--- src/timer_opt_params.svh ---
`ifndef TIMER_OPT_PARAMS_SVH
`define TIMER_OPT_PARAMS_SVH

// register offsets (byte addresses)
`define ADDR_OPTION 8'h00
`define ADDR_EDGE_SEL 8'h04
`define ADDR_COUNT 8'h08
`define ADDR_CTRL 8'h0c
`define ADDR_CCR0 8'h10
`define ADDR_CCR1 8'h14
`define ADDR_IRQ_STATUS 8'h18
`define ADDR_IRQ_MASK 8'h1c
`define ADDR_BIT_CLR 8'h20

// option register fields
`define OPT_OVF_BIT 0
`define OPT_CCS0_BIT 4
`define OPT_CCS1_BIT 5
`define OPT_RESET 8'h00
// control register fields
`define CTRL_CE_BIT 7
`define CTRL_MODE_LSB 0
`define CTRL_RESET 8'h00
// edge select field
`define EDGE_LSB 0
`define EDGE_RESET 8'h00
// irq status bits
`define IRQ_OVF_BIT 0
`define IRQ_CC0_BIT 1
`define IRQ_CC1_BIT 2
`define IRQ_RESET 8'h00
`define CNT_TOP 16'hffff
`define CNT_ZERO 16'h0000
`endif

--- src/timer_opt_pkg.sv ---
package timer_opt_pkg;
    typedef enum logic [2:0] {
        MODE_INTERVAL = 3'h0,
        MODE_EXT_TRIG = 3'h1,
        MODE_PULSE_OUT = 3'h2,
        MODE_FREE_RUN = 3'h5,
        MODE_PULSE_WIDTH = 3'h6
    } timer_mode_t;
    typedef enum logic [1:0] {
        EDGE_NONE = 2'h0,
        EDGE_RISE = 2'h1,
        EDGE_FALL = 2'h2,
        EDGE_BOTH = 2'h3
    } edge_sel_t;
    typedef enum {
        PULSE_IDLE,
        PULSE_RUN
    } pulse_state_t;
endpackage

--- src/capcomp_reg.sv ---
`timescale 1ns/1ps
module capcomp_reg
(
    // clock and reset
    input wire logic sys_clk,
    input wire logic rst_b,
    // software write
    input wire logic wr_en,
    input wire logic [15:0] wr_data,
    // capture control
    input wire logic capture_mode,
    input wire logic count_en,
    input wire logic capture_now,
    input wire logic [15:0] count_val,
    // stored value
    output logic [15:0] value
);
    logic [15:0] value_r;
    logic [15:0] value_nxt;

    // capture registers hold nothing while the timer is stopped
    assign value_nxt = (capture_mode && !count_en) ? 16'h0000 :
                       (capture_mode && capture_now) ? count_val :
                       (!capture_mode && wr_en) ? wr_data : value_r;

    always_ff @(posedge sys_clk or negedge rst_b)
    begin
        if (!rst_b)
            value_r <= 16'h0000;
        else
            value_r <= value_nxt;
    end

    assign value = value_r;
endmodule // capcomp_reg

--- src/edge_detect.sv ---
`timescale 1ns/1ps
module edge_detect
    import timer_opt_pkg::*;
(
    // clock and reset
    input wire logic sys_clk,
    input wire logic rst_b,
    // pin and selection
    input wire logic pin_in,
    input wire timer_opt_pkg::edge_sel_t edge_sel,
    // detected edge
    output logic edge_hit
);
    logic sync1_r;
    logic sync2_r;
    logic prev_r;
    wire rise_w = sync2_r & ~prev_r;
    wire fall_w = ~sync2_r & prev_r;

    always_ff @(posedge sys_clk or negedge rst_b)
    begin
        if (!rst_b)
        begin
            sync1_r <= 1'b0;
            sync2_r <= 1'b0;
            prev_r <= 1'b0;
        end
        else
        begin
            sync1_r <= pin_in;
            sync2_r <= sync1_r;
            prev_r <= sync2_r;
        end
    end

    assign edge_hit = (edge_sel == EDGE_RISE) ? rise_w :
                      (edge_sel == EDGE_FALL) ? fall_w :
                      (edge_sel == EDGE_BOTH) ? (rise_w | fall_w) : 1'b0;
endmodule // edge_detect

--- src/timer_option_unit.sv ---
// Implementation choices: strobed register access and the placing of the registers.
`timescale 1ns/1ps
`include "timer_opt_params.svh"
module timer_option_unit
    import timer_opt_pkg::*;
(
    // clock and reset
    input wire logic sys_clk,
    input wire logic rst_b,
    // register port
    input wire logic [7:0] reg_addr,
    input wire logic [15:0] reg_wdata,
    input wire logic reg_wr,
    input wire logic reg_rd,
    output logic [15:0] reg_rdata,
    // external pins
    input wire logic ext_trigger_pin,
    input wire logic capture_pin,
    output logic pulse_out,
    // interrupts
    output logic overflow_irq,
    output logic irq
);
    import timer_opt_pkg::*;

    // ------------------------------------------------------------
    // register state
    // ------------------------------------------------------------
    logic [7:0] ctrl_r;
    logic ccs0_r;
    logic ccs1_r;
    logic overflow_flag_r;
    logic overflow_flag_nxt;
    logic [1:0] edge_sel_r;
    logic [15:0] count_r;
    logic [15:0] count_nxt;
    logic [2:0] irq_status_r;
    logic [2:0] irq_status_nxt;
    logic [2:0] irq_mask_r;
    logic [15:0] rdata_r;
    logic pulse_r;
    logic ovf_irq_r;
    pulse_state_t pstate_r;
    pulse_state_t pstate_nxt;
    logic [15:0] ccr0_val;
    logic [15:0] ccr1_val;
    logic trig_hit;
    logic cap_hit;

    // ------------------------------------------------------------
    // decode
    // ------------------------------------------------------------
    wire count_enable_bit = ctrl_r[`CTRL_CE_BIT];
    wire [2:0] mode_raw = ctrl_r[`CTRL_MODE_LSB +: 3];
    wire mode_free = (mode_raw == MODE_FREE_RUN);
    wire mode_pwm = (mode_raw == MODE_PULSE_WIDTH);
    wire mode_trig = (mode_raw == MODE_EXT_TRIG);
    wire wr_opt = reg_wr && (reg_addr == `ADDR_OPTION);
    wire wr_edge = reg_wr && (reg_addr == `ADDR_EDGE_SEL);
    wire wr_ctrl = reg_wr && (reg_addr == `ADDR_CTRL);
    wire wr_ccr0 = reg_wr && (reg_addr == `ADDR_CCR0);
    wire wr_ccr1 = reg_wr && (reg_addr == `ADDR_CCR1);
    wire wr_ists = reg_wr && (reg_addr == `ADDR_IRQ_STATUS);
    wire wr_imask = reg_wr && (reg_addr == `ADDR_IRQ_MASK);
    wire wr_bclr = reg_wr && (reg_addr == `ADDR_BIT_CLR);
    // capture select only counts in free-running mode
    wire cap0_mode = ccs0_r && mode_free;
    wire cap1_mode = ccs1_r && mode_free;
    wire wrap = count_enable_bit && (count_r == `CNT_TOP);
    wire ovf_event = wrap && (mode_free || mode_pwm);
    // byte write with bit 0 low, or bit-clear write addressing bit 0
    wire sw_clear = (wr_opt && !reg_wdata[`OPT_OVF_BIT]) ||
                    (wr_bclr && reg_wdata[`OPT_OVF_BIT]);
    wire cc0_match = count_enable_bit && (count_r == ccr0_val);
    wire cc1_match = count_enable_bit && (count_r == ccr1_val);
    wire [7:0] opt_read = {2'b00, ccs1_r, ccs0_r, 3'b000, overflow_flag_r};

    // ------------------------------------------------------------
    // sub-blocks
    // ------------------------------------------------------------
    edge_detect u_trig
    (
        .sys_clk(sys_clk),
        .rst_b(rst_b),
        .pin_in(ext_trigger_pin),
        .edge_sel(edge_sel_t'(edge_sel_r)),
        .edge_hit(trig_hit)
    );

    edge_detect u_cap
    (
        .sys_clk(sys_clk),
        .rst_b(rst_b),
        .pin_in(capture_pin),
        .edge_sel(EDGE_RISE),
        .edge_hit(cap_hit)
    );

    capcomp_reg u_ccr0
    (
        .sys_clk(sys_clk),
        .rst_b(rst_b),
        .wr_en(wr_ccr0),
        .wr_data(reg_wdata),
        .capture_mode(cap0_mode),
        .count_en(count_enable_bit),
        .capture_now(cap_hit),
        .count_val(count_r),
        .value(ccr0_val)
    );

    capcomp_reg u_ccr1
    (
        .sys_clk(sys_clk),
        .rst_b(rst_b),
        .wr_en(wr_ccr1),
        .wr_data(reg_wdata),
        .capture_mode(cap1_mode),
        .count_en(count_enable_bit),
        .capture_now(cap_hit),
        .count_val(count_r),
        .value(ccr1_val)
    );

    // ------------------------------------------------------------
    // overflow flag
    // ------------------------------------------------------------
    // reads never touch the flag; option writes of 1 are dropped; set beats clear
    assign overflow_flag_nxt = !count_enable_bit ? 1'b0 :
                               ovf_event ? 1'b1 :
                               sw_clear ? 1'b0 :
                               overflow_flag_r;

    // ------------------------------------------------------------
    // counter and pulse output
    // ------------------------------------------------------------
    // in trigger mode the period is ccr0 + 1 counts: wrap after ccr0
    always_comb
    begin
        count_nxt = count_r;
        pstate_nxt = pstate_r;
        if (!count_enable_bit)
        begin
            count_nxt = `CNT_ZERO;
            pstate_nxt = PULSE_IDLE;
        end
        else if (mode_trig)
        begin
            case (pstate_r)
                PULSE_IDLE:
                begin
                    if (trig_hit)
                    begin
                        count_nxt = `CNT_ZERO;
                        pstate_nxt = PULSE_RUN;
                    end
                end
                PULSE_RUN:
                begin
                    if (trig_hit || count_r == ccr0_val)
                        count_nxt = `CNT_ZERO;
                    else
                        count_nxt = count_r + 16'h0001;
                end
                default:
                    pstate_nxt = PULSE_IDLE;
            endcase
        end
        else if (mode_pwm && cap_hit)
            count_nxt = `CNT_ZERO;
        else
            count_nxt = count_r + 16'h0001;
    end

    // active while count is below ccr1: ccr1 counts wide
    wire pulse_nxt = (pstate_nxt == PULSE_RUN) && mode_trig &&
                     (count_nxt < ccr1_val);

    // ------------------------------------------------------------
    // interrupts
    // ------------------------------------------------------------
    wire [2:0] irq_events = {cc1_match, cc0_match, ovf_event};
    // set wins over write-one-to-clear
    assign irq_status_nxt = irq_events |
                            (irq_status_r & ~(wr_ists ? reg_wdata[2:0] : 3'b000));

    // ------------------------------------------------------------
    // read mux
    // ------------------------------------------------------------
    wire [15:0] rd_mux = (reg_addr == `ADDR_OPTION) ? {8'h00, opt_read} :
                         (reg_addr == `ADDR_EDGE_SEL) ? {14'h0000, edge_sel_r} :
                         (reg_addr == `ADDR_COUNT) ? count_r :
                         (reg_addr == `ADDR_CTRL) ? {8'h00, ctrl_r} :
                         (reg_addr == `ADDR_CCR0) ? ccr0_val :
                         (reg_addr == `ADDR_CCR1) ? ccr1_val :
                         (reg_addr == `ADDR_IRQ_STATUS) ? {13'h0000, irq_status_r} :
                         (reg_addr == `ADDR_IRQ_MASK) ? {13'h0000, irq_mask_r} :
                         16'h0000;

    // ------------------------------------------------------------
    // software registers
    // ------------------------------------------------------------
    // plain storage: no hardware path ever writes these
    always_ff @(posedge sys_clk or negedge rst_b)
    begin
        if (!rst_b)
        begin
            ctrl_r <= `CTRL_RESET;
            edge_sel_r <= 2'b00;
            irq_mask_r <= 3'b000;
        end
        else
        begin
            if (wr_ctrl)
                ctrl_r <= reg_wdata[7:0];
            if (wr_edge)
                edge_sel_r <= reg_wdata[`EDGE_LSB +: 2];
            if (wr_imask)
                irq_mask_r <= reg_wdata[2:0];
        end
    end

    // ------------------------------------------------------------
    // option register
    // ------------------------------------------------------------
    // select bits take any write; the flag only follows its next value
    always_ff @(posedge sys_clk or negedge rst_b)
    begin
        if (!rst_b)
        begin
            ccs0_r <= 1'b0;
            ccs1_r <= 1'b0;
            overflow_flag_r <= 1'b0;
        end
        else
        begin
            if (wr_opt)
            begin
                ccs0_r <= reg_wdata[`OPT_CCS0_BIT];
                ccs1_r <= reg_wdata[`OPT_CCS1_BIT];
            end
            overflow_flag_r <= overflow_flag_nxt;
        end
    end

    // ------------------------------------------------------------
    // count and pulse state
    // ------------------------------------------------------------
    // counter keeps its value across mode changes; ce=0, a trigger hit or a pulse-width capture restarts it
    always_ff @(posedge sys_clk or negedge rst_b)
    begin
        if (!rst_b)
        begin
            count_r <= `CNT_ZERO;
            pstate_r <= PULSE_IDLE;
            pulse_r <= 1'b0;
        end
        else
        begin
            count_r <= count_nxt;
            pstate_r <= pstate_nxt;
            pulse_r <= pulse_nxt;
        end
    end

    // ------------------------------------------------------------
    // interrupt state
    // ------------------------------------------------------------
    // overflow pulse lines up with the flag setting edge
    always_ff @(posedge sys_clk or negedge rst_b)
    begin
        if (!rst_b)
        begin
            ovf_irq_r <= 1'b0;
            irq_status_r <= 3'b000;
        end
        else
        begin
            ovf_irq_r <= ovf_event;
            irq_status_r <= irq_status_nxt;
        end
    end

    // ------------------------------------------------------------
    // read data
    // ------------------------------------------------------------
    // zero outside the answer cycle so the bus can be or-combined
    always_ff @(posedge sys_clk or negedge rst_b)
    begin
        if (!rst_b)
            rdata_r <= 16'h0000;
        else
            rdata_r <= reg_rd ? rd_mux : 16'h0000;
    end

    assign reg_rdata = rdata_r;
    assign pulse_out = pulse_r;
    assign overflow_irq = ovf_irq_r;
    assign irq = |(irq_status_r & irq_mask_r);
endmodule // timer_option_unit

--- config.mk ---
export PLATFORM = sky130hd
export DESIGN_NAME = timer_option_unit
export DESIGN_NICKNAME = d
export VERILOG_FILES = /design/src/timer_opt_pkg.sv /design/src/capcomp_reg.sv /design/src/edge_detect.sv /design/src/timer_option_unit.sv
export VERILOG_INCLUDE_DIRS = /design/src /design/src/src
export SDC_FILE = /design/constraint.sdc
export NUM_CORES = 1
export LEC_CHECK = 0
export BUFFER_PORTS_ARGS = -buffer_cell sky130_fd_sc_hd__buf_4
export CORE_AREA = 4 4 108 110
export CTS_CLUSTER_DIAMETER = 60
export DETAILED_ROUTE_END_ITERATION = 10
export DIE_AREA = 0 0 112 114
export PLACE_DENSITY_LB_ADDON = 0.25
export REMOVE_ABC_BUFFERS = 1
export SYNTH_ARGS = -nofsm -noshare
export SYNTH_HDL_FRONTEND = slang
export SYNTH_SLANG_ARGS = --single-unit
export TNS_END_PERCENT = 10
--- constraint.sdc ---
create_clock -name sys_clk -period 4.1 [get_ports sys_clk]
set_input_delay 0.615 -clock sys_clk [delete_from_list [all_inputs] [get_ports sys_clk]]
set_output_delay 0.615 -clock sys_clk [all_outputs]
set_load 0.005 [all_outputs]
==> summary.md, run 1 <==
| Metric | Value |
|---|---|
| Biggest area consumer among synthesized cells | dfrtp_1 |
| Fmax | 250 MHz |
| Row Count | 38 |
| # Max-Cap Violations | 0 |
| CP Data Arrival Time | about 4.4 ns |
| Top post-synthesis cells by area | dfrtp_1, mux2_2, and2_1 |
| Max Buffers Root-to-Sink | 2 |
| Drt total wl | about 17000 µm |
| Clk slew on worst S/H paths | about 0.06 ns |
| Power per cell area | 410 nW/µm² |
| Share of post-route cells with drive strength above 1 | 0.199 |
| Sequential fraction of the synthesis area | 0.484 |
| Detailed Route Iter0 Violations | 679 |
| Nature of the critical path startpoint | flop |
| Worst-skew pair later-pin latency | about 0.53 ns |
| Outcome | complete, no violations |
| Utilization after layout | 0.709 |
| Final Hold Vio Count | 0 |
| Via count | between 5k and 6k |
| Core area | 10700 µm² |
| First-pass GRT wire length | between 20000 and 30000 µm |
| Final Cycle Share | 0.974 |
| First-pass DRT Iterations | 5 |
| Fin. max-slew vios | 0 |
| Req. time, crit path | 4.53 ns |
| FF+latch count, synth | between 100 and 150 |
| Post-synthesis to final-layout area growth | 19.4% |
| All-Layer GR Usage | 0.281 |
| Fillers | just under 800 |
| Worst Hold Class | in2async |
| Cts bufs inserted | 17 |
| VDD IR-drop max | between 300 and 400 µV |
| Post-synth ARST share | 1.00 |
| Synth Warn # | 0 |
| Initial antenna violation count | 0 |
| Worst-margin pin slew | approximately 1.3 ns |
| CTS tree | built |
| Die height | approximately 110 µm |
| Drt drc | 0 |
| Chip Width | roughly 110 µm |
| Post-Syn Area | ~6400 µm² |
| Most frequent cell after synthesis | dfrtp_1 |
| Mean Syn Cell Area | 9.99 µm² |
| CP endpoint kind | flop |
| Max transition margin | 0.154 |
| WL per Instance | about 20 µm |
| Setup_tns | 0 ns |
| Final worst path period need | around 4.0 ns |
| Num ports | 49 |
| Int Power | between 0.002 and 0.0025 W |
| Syn Inst Count | approximately 640 |
| Antenna Diode Count | 0 |
| CTS Sinks | ~120 |
| Worst slack at placement | between 0.1 and 0.15 ns |
| Clk pwr share | 0.503 |
| Die area | around 13000 µm² |
| Post-DP HPWL | about 12000 µm |
| Sw frac | 0.230 |
| I/O Buffers | 48 |
| Final setup fails | 0 |
| Synth unique cells | 54 |
| Initial Util | 0.594 |
| Crit Path Max Fanout | 4 |
| Layout Skew | around 0.0089 ns |
| Area after DPL | slightly below 7000 µm² |
| Pleak | ~3.5 nW |
| Dominant synthesized flop cell | dfrtp_1 |
| Unrepaired setup endpoints after global routing | false |
| Clock root cell | clkbuf_8 |
| ANT nets after route | 0 |
| CP Class | reg2reg |
| Sequential share of power | 0.416 |
| Vias/cell | around 6.3 |
| Vias in the first global route | about 5.3k |
| Total power | around 0.0031 W |
| Hold Buf Count CTS | 0 |
| Comb pwr share | 0.081 |
| Design area | approximately 7600 µm² |
| Largest net degree at the start of global routing | 124 |
| GPL Wtd Cong | 0.932 |
| EDFF count, synth | 0 |
| H-tree Lvls | 4 |
| Grt ovf | 0 |
| P_sw | around 0.00071 W |
| Post-synth top area share | 0.484 |
| Setup slack after layout | roughly 0.11 ns |
| Nets | 738 |
| Synth cell count leaders | dfrtp_1, nand2_1, nor2_1 |
## power groups by stage
stage | sequential, W | combinational, W | clock, W
global route | 0.00130 | 0.000277 | 0.00164
finish | 0.00129 | 0.000253 | 0.00156
CTS | 0.00129 | 0.000244 | 0.00157
detailed placement | 0.00131 | 0.000241 | 0
floorplan | 0.00130 | 0.000130 | 0
global placement | 0.00131 | 0.000233 | 0
## critical path, cell delays in order, from the launching register on
cell       delay (ns)
dfrtp_1          0.34
ha_1             0.21
nand3_1          0.14
nor4_2           0.38
nand3_1          0.19
or3_1            0.34
a2111o_1         0.42
a21oi_1          0.31
ha_1             0.31
nand3_1          0.09
or3_1            0.18
nor2_1           0.08
a2111oi_0        0.45
o211ai_1         0.17
a311oi_1         0.29
## flip-flops by register name, summed over array words and instances (netlist names), 2 cells and up
name          cells
irq_status_r      3
ctrl_r            8
irq_mask_r        3
pstate_r         32
reg_rdata        16
u_ccr1.value     16
edge_sel_r        2
u_ccr0.value     16
count_r          16
## cells in the final DEF (no fill, tap or decap), types with 4 or more instances in the layout
| cell type | n |
|---|---|
| a21o_1 | 7 |
| a21oi_1 | 30 |
| a221oi_1 | 4 |
| a222oi_1 | 12 |
| a22oi_1 | 22 |
| a31oi_1 | 19 |
| and2_1 | 36 |
| and3_1 | 6 |
| buf_4 | 76 |
| clkbuf_16 | 16 |
| clkbuf_8 | 8 |
| dfrtp_1 | 123 |
| ha_1 | 18 |
| inv_1 | 24 |
| mux2_2 | 21 |
| mux2i_1 | 16 |
| nand2_1 | 55 |
| nand2b_1 | 4 |
| nand3_1 | 18 |
| nand4_1 | 10 |
| nor2_1 | 42 |
| nor2b_1 | 7 |
| nor3_1 | 10 |
| nor4_1 | 14 |
| o21ai_0 | 21 |
| xnor2_1 | 24 |
| xor2_1 | 12 |
## final timing paths
path                                 startpoint               to  slack [ns]  depth (start not counted)
worst max register to register       count_r[0]        pulse_out        0.11                         14
worst max-delay path                 count_r[0]        pulse_out        0.11                         14
worst min register to register   u_trig.sync1_r   u_trig.sync2_r        0.36                          0
worst min-delay path                      rst_b  u_ccr1.value[8]        0.17                          2
max in group asynchronous                 rst_b     u_cap.prev_r        3.44                          2
min in group sys_clk            ext_trigger_pin   u_trig.sync1_r        0.19                          1
## routing by layer
| metal | vias up | GRT usage | share of wire |
|---|---|---|---|
| li1 | 2385 | - | - |
| met1 | 2561 | 0.365 | 0.41 |
| met2 | 314 | 0.442 | 0.46 |
| met3 | 70 | 0.0737 | 0.089 |
| met4 | 0 | 0.135 | 0.038 |
| met5 | - | 0 | 0 |
## what timing repair did
| item | 4_1_cts | 5_1_grt |
|---|---|---|
| setup buffers | 0 | 3 |
| setup endpoints to repair | 0 | 1 |
| resized for setup | 0 | 5 |
## layout make-up
cell class	count	area, µm²	area share
sequential	123	3080	0.406
multi-input combinational	447	3030	0.400
timing repair buffer	77	591	0.0778
clock buffer	26	518	0.0683
tap	140	175	0.0231
clock inverter	6	105	0.0138
inverter	24	90.1	0.0119
## through the flow
step,hold WS (ns),std cells
after floorplan,0.319,593
after global placement,0.342,807
after detailed placement,0.348,807
after CTS,0.166,839
after global routing,0.175,843
final,0.169,843
## cell families (layout without fill, tap and decap cells)
kind of cell,after synthesis,after routing,share of synthesized area
adders and majority gates,18,18,0.0354
and+or+nand+nor,217,217,0.175
AOI/OAI and AO/OA,137,138,0.147
muxes,38,38,0.0659
DFF,123,123,0.484
xor gates and xnor gates,36,36,0.0496
buffers and inverters,67,133,0.0429
No activity file was read; power rests on OpenSTA's default activity.
==> run 2: changes to the inputs <==
--- a/config.mk
+++ b/config.mk
@@ -7,10 +7,10 @@
 export NUM_CORES = 1
 export LEC_CHECK = 0
 export BUFFER_PORTS_ARGS = -buffer_cell sky130_fd_sc_hd__buf_4
-export CORE_AREA = 4 4 108 110
+export CORE_AREA = 4 4 98 123
 export CTS_CLUSTER_DIAMETER = 60
 export DETAILED_ROUTE_END_ITERATION = 10
-export DIE_AREA = 0 0 112 114
+export DIE_AREA = 0 0 102 127
 export PLACE_DENSITY_LB_ADDON = 0.25
 export REMOVE_ABC_BUFFERS = 1
 export SYNTH_ARGS = -nofsm -noshare
==> summary.md, run 2 (same netlist as run 1, synthesis figures left out) <==
| Metric | Value |
|---|---|
| CTS Sinks | 123 (unchanged) |
| ANT nets after route | 0 (unchanged) |
| Vias in the first global route | 5391 (was 5341) |
| Final Hold Vio Count | 0 (unchanged) |
| Post-DP HPWL | 11700 µm (was 11500 µm) |
| GPL Wtd Cong | 0.925 (was 0.932) |
| Hold worst-path end | u_cap.sync1_r |
| # Max-Cap Violations | 0 (unchanged) |
| Register with the most flip-flops | pstate_r (unchanged) |
| Nature of the critical path startpoint | flop (unchanged) |
| R2R Path End | pulse_out (unchanged) |
| Commonest cells after routing, fill and taps aside | dfrtp_1, buf_4, nand2_1 (unchanged) |
| Fmax | 255 MHz (was 250 MHz) |
| Setup_tns | 0 ns (unchanged) |
| Commonest non-fill, non-tap cell in the layout | dfrtp_1 (unchanged) |
| Design area | 7540 µm² (was 7590 µm²) |
| Unrepaired setup endpoints after global routing | false (unchanged) |
| CP max stage cell | dfrtp_1 (was a2111oi_0) |
| Crit Path Max Fanout | 26 (was 4) |
| Worst Hold Class | in2reg (was in2async) |
| Share of post-route cells with drive strength above 1 | 0.197 (was 0.199) |
| First-pass GRT wire length | 27800 µm (was 27900 µm) |
| Multi-input logic area | 3040 µm² (was 3030 µm²) |
| Outcome | complete, no violations (unchanged) |
| Initial Util | 0.579 (was 0.594) |
| Postcts setup bufs | 0 (unchanged) |
| Fillers | 866 (was 785) |
| Utilization after layout | 0.687 (was 0.709) |
| Drt drc | 0 (unchanged) |
| Grt ovf | 0 (unchanged) |
| Layout Skew | 0.00727 ns (was 0.00891 ns) |
| Drt total wl | 17100 µm (about the same) |
| Post-synthesis to final-layout area growth | 18.6% (was 19.4%) |
| Die area | 13000 µm² (was 12800 µm²) |
| Final Cycle Share | 0.958 (was 0.974) |
| First-pass DRT Iterations | 9 (was 5) |
| Core area | 11000 µm² (was 10700 µm²) |
| CP endpoint kind | flop (unchanged) |
| CTS tree | built (unchanged) |
| FF-to-FF path depth | 16 (was 14) |
| Req. time, crit path | 4.42 ns (was 4.53 ns) |
| Die height | 127 µm (was 114 µm) |
| Via count | 5223 (was 5330) |
| Largest stage delay, worst path | 0.38 ns (was 0.45 ns) |
| Clock root cell | clkbuf_16 (was clkbuf_8) |
| CP Data Arrival Time | 4.25 ns (was 4.42 ns) |
| VDD IR-drop max | 320 µV (was 325 µV) |
| Worst-path cell chain | buf_4 > xnor2_1 > nand4_1 > nor4_4 > buf_4 > o31ai_4 > buf_12 > o21ai_0 > a211oi_2 > ha_1 > o21a_1 > o211ai_1 > nor2_1 > a2111oi_1 > o211ai_1 > a311oi_1 (was ha_1 > nand3_1 > nor4_2 > nand3_1 > or3_1 > a2111o_1 > a21oi_1 > ha_1 > nand3_1 > or3_1 > nor2_1 > a2111oi_0 > o211ai_1 > a311oi_1) |
| Fin. max-slew vios | 0 (unchanged) |
| Num ports | 49 (unchanged) |
| All-Layer GR Usage | 0.279 (was 0.281) |
| Final setup fails | 0 (unchanged) |
| Hold path cells | 1 |
| Clk slew on worst S/H paths | 0.06 ns (about the same) |
| Pleak | 3.51 nW (was 3.54 nW) |
| Largest net degree at the start of global routing | 69 (was 124) |
| Power per cell area | 408 nW/µm² (was 410 nW/µm²) |
| Worst-skew pair later-pin latency | 0.42 ns (was 0.53 ns) |
| Hold path start | capture_pin |
| Register Area | 3080 µm² (about the same) |
| Final worst path period need | 3.93 ns (was 3.99 ns) |
| Critical R2R Launch | count_r[1] (was count_r[0]) |
| Area after DPL | 6890 µm² (was 6920 µm²) |
| Detailed Route Iter0 Violations | 444 (was 679) |
| Vias/cell | 6.30 (was 6.32) |
| Antenna Diode Count | 0 (unchanged) |
| H-tree Lvls | 4 (unchanged) |
| I/O Buffers | 48 (unchanged) |
| Max transition margin | 0.416 (was 0.154) |
| Cts bufs inserted | 17 (unchanged) |
| Worst-margin pin slew | 0.875 ns (was 1.27 ns) |
| Nets | 729 (was 738) |
| Chip Width | 102 µm (was 112 µm) |
| FF-to-FF setup slack | 0.17 ns (was 0.11 ns) |
| CP Class | reg2reg (unchanged) |
| WL per Instance | 20.6 µm (was 20.3 µm) |
| Max Buffers Root-to-Sink | 2 (unchanged) |
| Largest register FFs | 32 (unchanged) |
| Initial antenna violation count | 0 (unchanged) |
| Row Count | 43 (was 38) |
-- run 2: cell types whose count changed in the layout (fill, tap and decap cells not counted), sizes merged --
cell      previous run  this run
buf                 77        69
clkinvlp             0         4
clkbuf              26        23
bufinv               3         2
clkinv               3         2
inv                 24        25
o31ai                2         1
-- run 2: worst max path at each step --
stage,from,to,slack (ns)
after floorplan,u_trig.sync2_r,pulse_out,0.40
after global placement,count_r[1],pulse_out,0.26
after detailed placement,u_trig.sync2_r,pulse_out,0.16
after CTS,u_trig.sync2_r,pulse_out,0.06
after global routing,count_r[1],pulse_out,0.02
final,count_r[1],pulse_out,0.17
-- run 2: per-stage QoR --
stage | hold WS [ns] | total power [W] | setup WS, ns | instances
finish | 0.301 | 0.00308 | 0.171 | 829
global route | 0.290 | 0.00319 | 0.0207 | 829
CTS | 0.291 | 0.00309 | 0.0571 | 829
detailed placement | 0.346 | 0.00156 | 0.162 | 797
global placement | 0.337 | 0.00155 | 0.260 | 797
floorplan | 0.319 | 0.00143 | 0.403 | 593
-- run 2: critical path: cells and delay by family, from the launching register on --
kind,cells,cell delay [ns]
fa+ha+maj,1,0.33
simple gates,3,0.70
flops,1,0.38
buf+inv,3,0.56
compound gates,8,1.57
xor+xnor,1,0.28
-- run 2: where the power goes --
part,internal [W],switching (W),total [W]
Clock,0.000991,0.000537,0.00153
Combinational,0.000109,0.000149,0.000258
Sequential,0.00125,0.0000422,0.00129
Total,0.00235,0.000728,0.00308
-- run 2: routing by layer --
layer | up-vias | wire (µm) | GRT usage | share of wire
met5 | - | 0 | 0 | 0
met4 | 0 | 906 | 0.151 | 0.053
met3 | 68 | 1040 | 0.0497 | 0.061
met2 | 227 | 8500 | 0.454 | 0.50
met1 | 2559 | 6640 | 0.350 | 0.39
li1 | 2369 | - | - | -
-- run 2: layout make-up --
| class | instances | area share |
|---|---|---|
| Clock buffer | 23 | 0.0674 |
| Inverter | 24 | 0.0119 |
| Timing Repair Buffer | 69 | 0.0720 |
| Clock inverter | 9 | 0.0144 |
| Multi-Input combinational cell | 446 | 0.403 |
| Tap cell | 135 | 0.0224 |
| Sequential cell | 123 | 0.409 |
-- run 2: what timing repair did --
action	in CTS	in global routing
hold buffers	0	0
setup endpoints to repair	0	1
gates resized for setup	0	10
==> run 3: changes to the inputs <==
--- a/config.mk
+++ b/config.mk
@@ -6,11 +6,11 @@
 export SDC_FILE = /design/constraint.sdc
 export NUM_CORES = 1
 export LEC_CHECK = 0
-export BUFFER_PORTS_ARGS = -buffer_cell sky130_fd_sc_hd__buf_4
-export CORE_AREA = 4 4 98 123
+export CORE_AREA = 4 4 95 119
 export CTS_CLUSTER_DIAMETER = 60
 export DETAILED_ROUTE_END_ITERATION = 10
-export DIE_AREA = 0 0 102 127
+export DIE_AREA = 0 0 99 123
+export DONT_BUFFER_PORTS = 1
 export PLACE_DENSITY_LB_ADDON = 0.25
 export REMOVE_ABC_BUFFERS = 1
 export SYNTH_ARGS = -nofsm -noshare
==> summary.md, run 3 (same netlist as run 1, synthesis figures left out) <==
| Metric | Value |
|---|---|
| Core area | 10100 µm² (was 11000 µm²) |
| Power per cell area | 428 nW/µm² (was 408 nW/µm²) |
| WL per Instance | 22.2 µm (was 20.6 µm) |
| Die area | 12200 µm² (was 13000 µm²) |
| Cts bufs inserted | 17 (unchanged) |
| Layout Skew | 0.00627 ns (was 0.00727 ns) |
| Final Cycle Share | 0.960 (was 0.958) |
| Post-Place Cells | 747 (was 797) |
| Nets | 688 (was 729) |
| Antenna Diode Count | 0 (unchanged) |
| Most frequent CP cell | buf_4 |
| CP max stage cell | dfrtp_1 (unchanged) |
| Utilization after layout | 0.713 (was 0.687) |
| Final non-filler cell total | 781 (was 829) |
| H-tree Lvls | 4 (unchanged) |
| Initial antenna violation count | 0 (unchanged) |
| I/O Buffers | 0 (was 48) |
| Post-DP HPWL | 11600 µm (was 11700 µm) |
| CP Data Arrival Time | 4.26 ns (was 4.25 ns) |
| Num ports | 49 (unchanged) |
| Largest net degree at the start of global routing | 124 (was 69) |
| First-pass DRT Iterations | 6 (was 9) |
| Max Buffers Root-to-Sink | 2 (unchanged) |
| Design area | 7200 µm² (was 7540 µm²) |
| Crit Path Max Fanout | 8 (was 26) |
| Area after DPL | 6520 µm² (was 6890 µm²) |
| Worst Hold Class | in2async (was in2reg) |
| Worst-path cell chain | buf_4 > xnor2_1 > nand4_1 > nor4_2 > buf_4 > o31ai_4 > buf_4 > a31oi_1 > a31oi_1 > ha_1 > and4_1 > o211ai_1 > nor2_1 > a2111oi_1 > o211ai_1 > a311oi_2 (was buf_4 > xnor2_1 > nand4_1 > nor4_4 > buf_4 > o31ai_4 > buf_12 > o21ai_0 > a211oi_2 > ha_1 > o21a_1 > o211ai_1 > nor2_1 > a2111oi_1 > o211ai_1 > a311oi_1) |
| Worst Path Buf+Inv | 3 (unchanged) |
| All-Layer GR Usage | 0.301 (was 0.279) |
| Worst-skew pair later-pin latency | 0.42 ns (about the same) |
| Req. time, crit path | 4.42 ns (about the same) |
| Largest register FFs | 32 (unchanged) |
| Vias/cell | 6.71 (was 6.30) |
| Drt drc | 0 (unchanged) |
| Via count | 5243 (was 5223) |
| Final Hold Vio Count | 0 (unchanged) |
| Max transition margin | 0.105 (was 0.416) |
| Detailed Route Iter0 Violations | 587 (was 444) |
| Register with the most flip-flops | pstate_r (unchanged) |
| Worst-margin pin slew | 1.34 ns (was 0.875 ns) |
| Pleak | 3.29 nW (was 3.51 nW) |
| CTS tree | built (unchanged) |
| Commonest non-fill, non-tap cell in the layout | dfrtp_1 (unchanged) |
| Commonest cells after routing, fill and taps aside | dfrtp_1, nand2_1, nor2_1 (was dfrtp_1, buf_4, nand2_1) |
| Largest stage delay, worst path | 0.39 ns (was 0.38 ns) |
| Final worst path period need | 3.94 ns (was 3.93 ns) |
| CTS Sinks | 123 (unchanged) |
| Vias in the first global route | 5485 (was 5391) |
| Grt ovf | 0 (unchanged) |
| GPL Wtd Cong | 0.980 (was 0.925) |
| Share of post-route cells with drive strength above 1 | 0.137 (was 0.197) |
| CP Class | reg2reg (unchanged) |
| VDD IR-drop max | 333 µV (was 320 µV) |
| Row Count | 41 (was 43) |
| First-pass GRT wire length | 28100 µm (was 27800 µm) |
| Fin. max-slew vios | 0 (unchanged) |
| Die height | 123 µm (was 127 µm) |
| Total power | 0.00308 W (about the same) |
| # Max-Cap Violations | 0 (unchanged) |
| Clock root cell | clkbuf_16 (unchanged) |
| Nature of the critical path startpoint | flop (unchanged) |
| Worst slack at placement | 0.175 ns (was 0.162 ns) |
| ANT nets after route | 0 (unchanged) |
| Setup slack after layout | 0.163 ns (was 0.171 ns) |
| Chip Width | 99 µm (was 102 µm) |
| Clk slew on worst S/H paths | 0.06 ns (about the same) |
| Post-synthesis to final-layout area growth | 13.3% (was 18.6%) |
| Initial Util | 0.629 (was 0.579) |
| CP endpoint kind | flop (unchanged) |
| Final setup fails | 0 (unchanged) |
| Outcome | complete, no violations (unchanged) |
| Crit-path leading delay family | compound AO/OA/AOI/OAI gates (unchanged) |
| Fmax | 254 MHz (was 255 MHz) |
| Drt total wl | 17300 µm (was 17100 µm) |
==> run 3: cell count changes in the layout (fill, tap and decap cells not counted), sizes merged <==
cell,delta
clkinv,+2
buf,-41
bufinv,+2
clkbuf,-3
clkinvlp,-1
inv,-1
==> run 3: layout make-up <==
cell class | count | area [µm²]
Clock buffer | 20 | 447
Inverter | 24 | 90.1
Clock inverter | 11 | 170
Sequential cell | 123 | 3080
Fill cell | 677 | 2900
Tap cell | 129 | 161
Multi-Input combinational cell | 446 | 3020
Timing Repair Buffer | 28 | 234
==> run 3: worst paths after layout <==
check	start	slack, ns	cells after the start	to
worst min-delay path	rst_b	0.15	1	reg_rdata[3]
max in group asynchronous	rst_b	3.50	1	count_r[10]
worst max-delay path	count_r[0]	0.16	16	pulse_out
worst min register to register	u_cap.sync1_r	0.35	0	u_cap.sync2_r
min in group sys_clk	capture_pin	0.22	0	u_cap.sync1_r
worst max register to register	count_r[0]	0.16	16	pulse_out
==> run 3: through the flow <==
stage / TNS, ns / hold WS, ns
final: 0 / 0.149
after global placement: 0 / 0.322
after global routing: -0.0324 / 0.189
after CTS: 0 / 0.191
after detailed placement: 0 / 0.323
after floorplan: 0 / 0.319
==> run 3: report_power, final <==
part	leakage, nW	switching (W)	internal [W]	total [W]
clock network	0.292	0.000544	0.00103	0.00157
logic	1.31	0.000129	0.0000884	0.000217
registers	1.68	0.0000431	0.00125	0.00130
total	3.29	0.000716	0.00237	0.00308
==> run 3: what timing repair did <==
item	in CTS	in global routing
endpoints found under the setup margin	0	1
hold buffers	1	0
endpoints found under the hold margin	123	0
buffers inserted	0	2
resized for setup	0	5
==> run 3: metal layers <==
metal / up-vias / GRT usage / routed length (µm)
li1: 2290 / - / -
met1: 2537 / 0.359 / 6500
met2: 330 / 0.475 / 8190
met3: 86 / 0.0801 / 1560
met4: 0 / 0.208 / 1050
met5: - / 0 / 0
